[src/bfo_defines.vh]
`ifndef BFO_DEFINES_VH
`define BFO_DEFINES_VH

// Operation codes presented by decode
`define BFO_OP_NOP 5'h00
`define BFO_OP_LSL 5'h01
`define BFO_OP_LSR 5'h02
`define BFO_OP_ROL 5'h03
`define BFO_OP_ROR 5'h04
`define BFO_OP_ASR 5'h05
`define BFO_OP_SWAP 5'h06
`define BFO_OP_SBI 5'h07
`define BFO_OP_CBI 5'h08
`define BFO_OP_BST 5'h09
`define BFO_OP_BLD 5'h0A
`define BFO_OP_BSET 5'h0B
`define BFO_OP_BCLR 5'h0C
`define BFO_OP_BREAK 5'h0D
`define BFO_OP_SLEEP 5'h0E
`define BFO_OP_WDR 5'h0F
`define BFO_OP_MEM 5'h10

// Status flag bit positions
`define BFO_FLAG_C 3'h0
`define BFO_FLAG_Z 3'h1
`define BFO_FLAG_N 3'h2
`define BFO_FLAG_V 3'h3
`define BFO_FLAG_S 3'h4
`define BFO_FLAG_H 3'h5
`define BFO_FLAG_T 3'h6
`define BFO_FLAG_I 3'h7

`define BFO_FLAGS_RESET 8'h00
`define BFO_NVM_EXTRA_MIN 4'h1

`endif

[src/bfo_core.v]
`timescale 1ns/1ps
`include "bfo_defines.vh"

// What this block does
// - Break takes one cycle, flags untouched
// - Half-carry set or clear in one cycle
// - Listed memory timing applies to internal RAM
// - Nonvolatile access adds at least one cycle
// - Nonvolatile access stalls while busy or contended
module bfo_core #(
	// Extra wait cycles for a nonvolatile access, never below one
	parameter [3:0] NVM_EXTRA = `BFO_NVM_EXTRA_MIN
) (
	// Clock and control
	input wire clk,
	input wire srst,
	input wire ce,
	// Decoded instruction
	input wire op_valid,
	input wire [4:0] op_code,
	input wire [7:0] op_data,
	input wire [2:0] op_bit,
	input wire mem_is_nvm,
	// Nonvolatile memory controller status
	input wire nvm_busy,
	input wire nvm_contend,
	// Handshake
	output wire op_ready,
	// Results
	output reg [7:0] result_r,
	output reg result_we_r,
	output reg [7:0] status_flags_register_r,
	output reg mem_done_r,
	// Unit signals, one-cycle pulses
	output reg break_req_r,
	output reg sleep_req_r,
	output reg wdr_req_r
);

	localparam ST_IDLE = 1'b0;
	localparam ST_NVM = 1'b1;

	reg state_r;
	reg [3:0] wait_cnt_r;
	reg [7:0] res_nxt;
	reg [7:0] flg_nxt;
	reg we_nxt;
	reg cz;

	wire take = ce && op_valid && op_ready;

	// A new op is only accepted when no nonvolatile access is outstanding
	// Limitation: decode must hold the op itself while this is low
	assign op_ready = (state_r == ST_IDLE);

	// Accepted op of one given code
	function hit;
		input t;
		input [4:0] code;
		input [4:0] want;
		begin
			hit = t && (code == want);
		end
	endfunction

	// Single-bit write shared by the I/O, T-load and flag ops
	function [7:0] bit_put;
		input [7:0] v;
		input [2:0] i;
		input b;
		reg [7:0] t;
		begin
			t = v;
			t[i] = b;
			bit_put = t;
		end
	endfunction

	function [7:0] zn_fix;
		input [7:0] f;
		input [7:0] r;
		input c;
		input v;
		reg [7:0] t;
		begin
			t = f;
			t[`BFO_FLAG_C] = c;
			t[`BFO_FLAG_Z] = (r == 8'h00);
			t[`BFO_FLAG_N] = r[7];
			t[`BFO_FLAG_V] = v;
			t[`BFO_FLAG_S] = r[7] ^ v;
			zn_fix = t;
		end
	endfunction

	always @* begin
		res_nxt = op_data;
		flg_nxt = status_flags_register_r;
		we_nxt = 1'b0;
		// Carry in is the flag as it stood before this op
		cz = status_flags_register_r[`BFO_FLAG_C];
		// Unknown codes fall through as no-operation
		case (op_code)
			// Shifts and rotates
			`BFO_OP_LSL: begin
				res_nxt = {op_data[6:0], 1'b0};
				flg_nxt = zn_fix(flg_nxt, res_nxt, op_data[7], res_nxt[7] ^ op_data[7]);
				flg_nxt[`BFO_FLAG_H] = op_data[3];
				we_nxt = 1'b1;
			end
			`BFO_OP_ROL: begin
				res_nxt = {op_data[6:0], cz};
				flg_nxt = zn_fix(flg_nxt, res_nxt, op_data[7], res_nxt[7] ^ op_data[7]);
				flg_nxt[`BFO_FLAG_H] = op_data[3];
				we_nxt = 1'b1;
			end
			`BFO_OP_LSR: begin
				res_nxt = {1'b0, op_data[7:1]};
				flg_nxt = zn_fix(flg_nxt, res_nxt, op_data[0], op_data[0]);
				we_nxt = 1'b1;
			end
			`BFO_OP_ROR: begin
				res_nxt = {cz, op_data[7:1]};
				flg_nxt = zn_fix(flg_nxt, res_nxt, op_data[0], cz ^ op_data[0]);
				we_nxt = 1'b1;
			end
			`BFO_OP_ASR: begin
				res_nxt = {op_data[7], op_data[7:1]};
				flg_nxt = zn_fix(flg_nxt, res_nxt, op_data[0], op_data[7] ^ op_data[0]);
				we_nxt = 1'b1;
			end
			`BFO_OP_SWAP: begin
				res_nxt = {op_data[3:0], op_data[7:4]};
				we_nxt = 1'b1;
			end

			// Bit moves; the byte is written back whole, except BST, which writes only the T flag
			`BFO_OP_SBI: begin
				res_nxt = bit_put(op_data, op_bit, 1'b1);
				we_nxt = 1'b1;
			end
			`BFO_OP_CBI: begin
				res_nxt = bit_put(op_data, op_bit, 1'b0);
				we_nxt = 1'b1;
			end
			`BFO_OP_BST: begin
				flg_nxt = bit_put(status_flags_register_r, `BFO_FLAG_T, op_data[op_bit]);
			end
			`BFO_OP_BLD: begin
				res_nxt = bit_put(op_data, op_bit, status_flags_register_r[`BFO_FLAG_T]);
				we_nxt = 1'b1;
			end

			// Flag writes; one index covers every single-flag op
			`BFO_OP_BSET: begin
				flg_nxt = bit_put(status_flags_register_r, op_bit, 1'b1);
			end
			`BFO_OP_BCLR: begin
				flg_nxt = bit_put(status_flags_register_r, op_bit, 1'b0);
			end
			default: begin
				res_nxt = op_data;
			end
		endcase
	end

	always @(posedge clk) begin
		if (srst) begin
			state_r <= ST_IDLE;
			wait_cnt_r <= 4'h0;
			result_r <= 8'h00;
			result_we_r <= 1'b0;
			status_flags_register_r <= `BFO_FLAGS_RESET;
			mem_done_r <= 1'b0;
		end else if (ce) begin
			result_we_r <= 1'b0;
			mem_done_r <= 1'b0;
			case (state_r)
				ST_IDLE: begin
					if (take) begin
						if (op_code == `BFO_OP_MEM) begin
							// Internal RAM keeps the listed timing
							if (mem_is_nvm) begin
								state_r <= ST_NVM;
								wait_cnt_r <= NVM_EXTRA;
							end else begin
								mem_done_r <= 1'b1;
							end
						end else begin
							result_r <= res_nxt;
							result_we_r <= we_nxt;
							// Break and the unit ops leave flg_nxt equal to the flags
							status_flags_register_r <= flg_nxt;
						end
					end
				end
				ST_NVM: begin
					// Minimum extra count runs down first, then waits out busy and contention
					if (wait_cnt_r != 4'h0) begin
						wait_cnt_r <= wait_cnt_r - 4'h1;
					end else if (!nvm_busy && !nvm_contend) begin
						state_r <= ST_IDLE;
						mem_done_r <= 1'b1;
					end
				end
				default: begin
					state_r <= ST_IDLE;
				end
			endcase
		end
	end

	// Unit strobes are kept apart but still need op_ready, so a stalled access delays them
	always @(posedge clk) begin
		if (srst) begin
			break_req_r <= 1'b0;
			sleep_req_r <= 1'b0;
			wdr_req_r <= 1'b0;
		end else if (ce) begin
			break_req_r <= hit(take, op_code, `BFO_OP_BREAK);
			sleep_req_r <= hit(take, op_code, `BFO_OP_SLEEP);
			wdr_req_r <= hit(take, op_code, `BFO_OP_WDR);
		end
	end

endmodule // bfo_core

[config.mk]
export PLATFORM = sky130hd
export DESIGN_NAME = bfo_core
export DESIGN_NICKNAME = d
export VERILOG_FILES = /design/src/bfo_core.v
export VERILOG_INCLUDE_DIRS = /design/src
export SDC_FILE = /design/constraint.sdc
export NUM_CORES = 1
export LEC_CHECK = 0
export CORE_MARGIN = 2
export CORE_UTILIZATION = 40
export CTS_CLUSTER_DIAMETER = 50
export DETAILED_ROUTE_END_ITERATION = 16
export DONT_BUFFER_PORTS = 1
export REMOVE_ABC_BUFFERS = 1
export SETUP_SLACK_MARGIN = 0.15
export SYNTH_ARGS = -nofsm -noshare
export SYNTH_HDL_FRONTEND = slang
export SYNTH_SLANG_ARGS = --single-unit
[constraint.sdc]
create_clock -name clk -period 2.6 [get_ports clk]
set_input_delay 0.13 -clock clk [delete_from_list [all_inputs] [get_ports clk]]
set_output_delay 0.13 -clock clk [all_outputs]
set_load 0.02 [all_outputs]
==> results.toml <==
[status]
outcome = "finished, final reports clean"

[floorplan]
die_width_um = 86.0
die-area_um2 = 7390
die_h_um = 86.0
coreArea_um2 = 6420
start_util_pct = 41.8
ios = 45
rows = 29

[worst_setup_path]
reg2reg_slack_ns = 0.78
critPathLaunchType = "flip-flop"
crit_required_ns = 2.80
cpMaxStageDelayCell = "or3b_2"
worstPathArrival_ns = 2.02
r2r-start = "wait_cnt_r[0]"
timing.rr.end = "wait_cnt_r[2]"
path_cells = "inv_1 -> ha_1 -> or3b_2 -> nand3_1 -> o21ai_1 -> a21bo_2 -> a21oi_1"
cp-end-kind = "flip-flop"
crit_fanout = 5
r2r_cells = 7
critPathKind = "flip-flop to flip-flop"
cpPeakStageDelay_ns = 0.45

[placement]
pre_cts_slack_ns = 0.829
place_inst = 387
dp_hpwl_um = 5600
placedInstanceArea_um2 = 2560
port_buffers = 0
gp_congestion = 0.957

[routing]
wire_per_inst_um = 20.7
firstDrtPassIters = 6
via_count = 2633
routed_wl_um = 8160
drc = 0
initialDrtViolationCount = 323
drtAntennaViolNets = 0
avgViaCountPerCell = 6.68

[timing]
setup_viol = 0
hold_ws_ns = 0.0175
finalHoldViolCount = 0
setup_ws_ns = 0.784
rsz0062_at_grt = "no"
finClkSkew_ns = 0.00977
slew_viol_final = 0
period_minus_slack_ns = 1.82
fin_setup_tns_ns = 0
fmax_mhz = 551
min_period_over_period_pct = 69.9
maxSlewHeadroom_pct = 22.2
worstMarginPinSlew_ns = 1.16

[cts]
insertion_delay_ns = 0.29
cts_tree = "built"
cts.path.max_buffers = 2
cts.sinks = 26
cts_setup_buffers = 0
numCtsBuffers = 3
root_buffer = "clkbuf_8"
h-tree-depth = 1
path_clk_slew_ns = 0.11
cts_hold_buf = 3
cts_resized = 0

[layout]
area_delta_synth_final_pct = -0.885
diodes = 0
post-route-cell-area_um2 = 2660
nets = 344
final_core_util_pct = 41.5
final_layout_size_suffix_gt1_share_pct = 11.4
final_cells = 394

[synthesis]
synthFlopType = "dfxtp_1"
synth_area_leader_cell = "dfxtp_1"
ys_async_sr_fraction_pct = 0
ys_ff_latch = 26
synth-edff-count = 0
ys_top_cells_by_area = "dfxtp_1 (19%), a21oi_1 (4.7%), mux2i_1 (4.5%)"
synth_top_cell_area_share_pct = 19.4
syn_inst = 348
seq_area_frac_synth_pct = 19.4
yosys_warnings = 0
mappedNetlistArea_um2 = 2690
synthDistinctLibCells = 74
avgSynthCellArea_um2 = 7.72

[grt]
grt_first_pass_wirelength_um = 13300
antenna_found_initial = 0
grt_pass1_vias = 2493
grt_max_degree = 37
track_usage_pct = 22.5
overflow = 0

[min_path]
hold_path.class = "input port to flip-flop"
hold_end = "wdr_req_r"
hp-start = "op_code[1]"
holdPathStages = 2

[power]
max-vdd-ir-drop_mv = 0.192
p_leak_nw = 0.895
p_total_mw = 0.999
power.density_nw_per_um2 = 375

[flow_run]
max-cap-violations = 0
-- metal layers --
metal / up-vias / wire length [um] / GRT usage, %
met5: - / 0 / 0
met4: 0 / 182 / 6.35
met3: 19 / 635 / 5.68
met2: 102 / 3670 / 34.5
met1: 1247 / 3670 / 31.1
li1: 1265 / - / -
-- worst max-delay path, delay by kind of cell, from the launching register on --
kind | cells | cell delay (ns)
AO/OA/AOI/OAI | 3 | 0.51
adder cells (fa/ha/maj) | 1 | 0.15
buffers and inverters | 1 | 0.11
flip-flops | 1 | 0.33
AND/OR/NAND/NOR | 2 | 0.63
-- cells by family after synthesis --
logic type               synth area share [%]
AND/OR/NAND/NOR                          29.2
flip-flops                               19.4
multiplexers                             5.73
adder cells (fa/ha/maj)                  1.40
XOR/XNOR                                0.978
AO/OA/AOI/OAI                            32.3
buffers and inverters                    11.0
-- power breakdown --
part / switching (mW) / internal [mW] / leakage (nW)
clock: 0.150 / 0.207 / 0.0357
sequential: 0.0288 / 0.411 / 0.211
combinational: 0.109 / 0.0938 / 0.648
total: 0.287 / 0.712 / 0.895
-- sequential cells by signal, indices dropped and copies added (netlist names) --
signal / flops
break_req_r: 1
mem_done_r: 1
result_r: 8
result_we_r: 1
sleep_req_r: 1
state_r: 1
status_flags_register_r: 8
wait_cnt_r: 4
wdr_req_r: 1
-- layout by cell type, fill, tap and decap left out, types with 5 or more instances in the layout --
master    Yosys  final
o21ai_0       7      7
a22oi_1       9      9
nand3_1      21     21
mux2i_1      12     12
nand3b_1      5      5
a32oi_1       5      5
o22ai_1       9      9
nor2b_1       5      5
nor3_1       16     16
a31oi_1       8      8
inv_1        16     16
dfxtp_1      26     26
o211ai_1      6      6
nor2_1       23     23
nand2_1      16     16
nand2b_1     10     10
a21oi_1      25     25
-- how the worst max path moves through the flow --
| stage | slack, ns | start | end |
|---|---|---|---|
| after floorplan | 1.0 | wait_cnt_r[0] | wait_cnt_r[2] |
| after global placement | 0.89 | wait_cnt_r[0] | wait_cnt_r[2] |
| after detailed placement | 0.83 | wait_cnt_r[0] | wait_cnt_r[2] |
| after CTS | 0.79 | wait_cnt_r[0] | wait_cnt_r[2] |
| after global routing | 0.64 | status_flags_register_r[0] | status_flags_register_r[3] |
| final | 0.78 | wait_cnt_r[0] | wait_cnt_r[2] |
-- synthesized netlist by cell type (3+ instances only) --
cell	instances
dfxtp_1	26
a21oi_1	25
nor2_1	23
nand3_1	21
inv_1	16
nand2_1	16
nor3_1	16
clkbuf_1	15
mux2i_1	12
nand2b_1	10
a22oi_1	9
buf_2	9
o22ai_1	9
a31oi_1	8
buf_4	7
o21ai_0	7
buf_6	6
o211ai_1	6
a32oi_1	5
nand3b_1	5
nor2b_1	5
a2111oi_0	4
a211oi_1	4
nor3b_1	4
o2bb2ai_1	4
a21o_1	3
a221oi_2	3
a2bb2oi_1	3
ha_1	3
nor3b_2	3
nor4_1	3
or3b_1	3
-- area by class of cell --
cell class                      count  area [um2]
Fill cell                         670        3760
Multi-Input combinational cell    265        1870
Sequential cell                    26         520
Tap cell                           77        96.3
Inverter                           18        67.6
Clock buffer                        3        41.3
Timing Repair Buffer                4        37.5
Clock inverter                      1        30.0
Note: power is estimated with default switching activity, not from simulation.
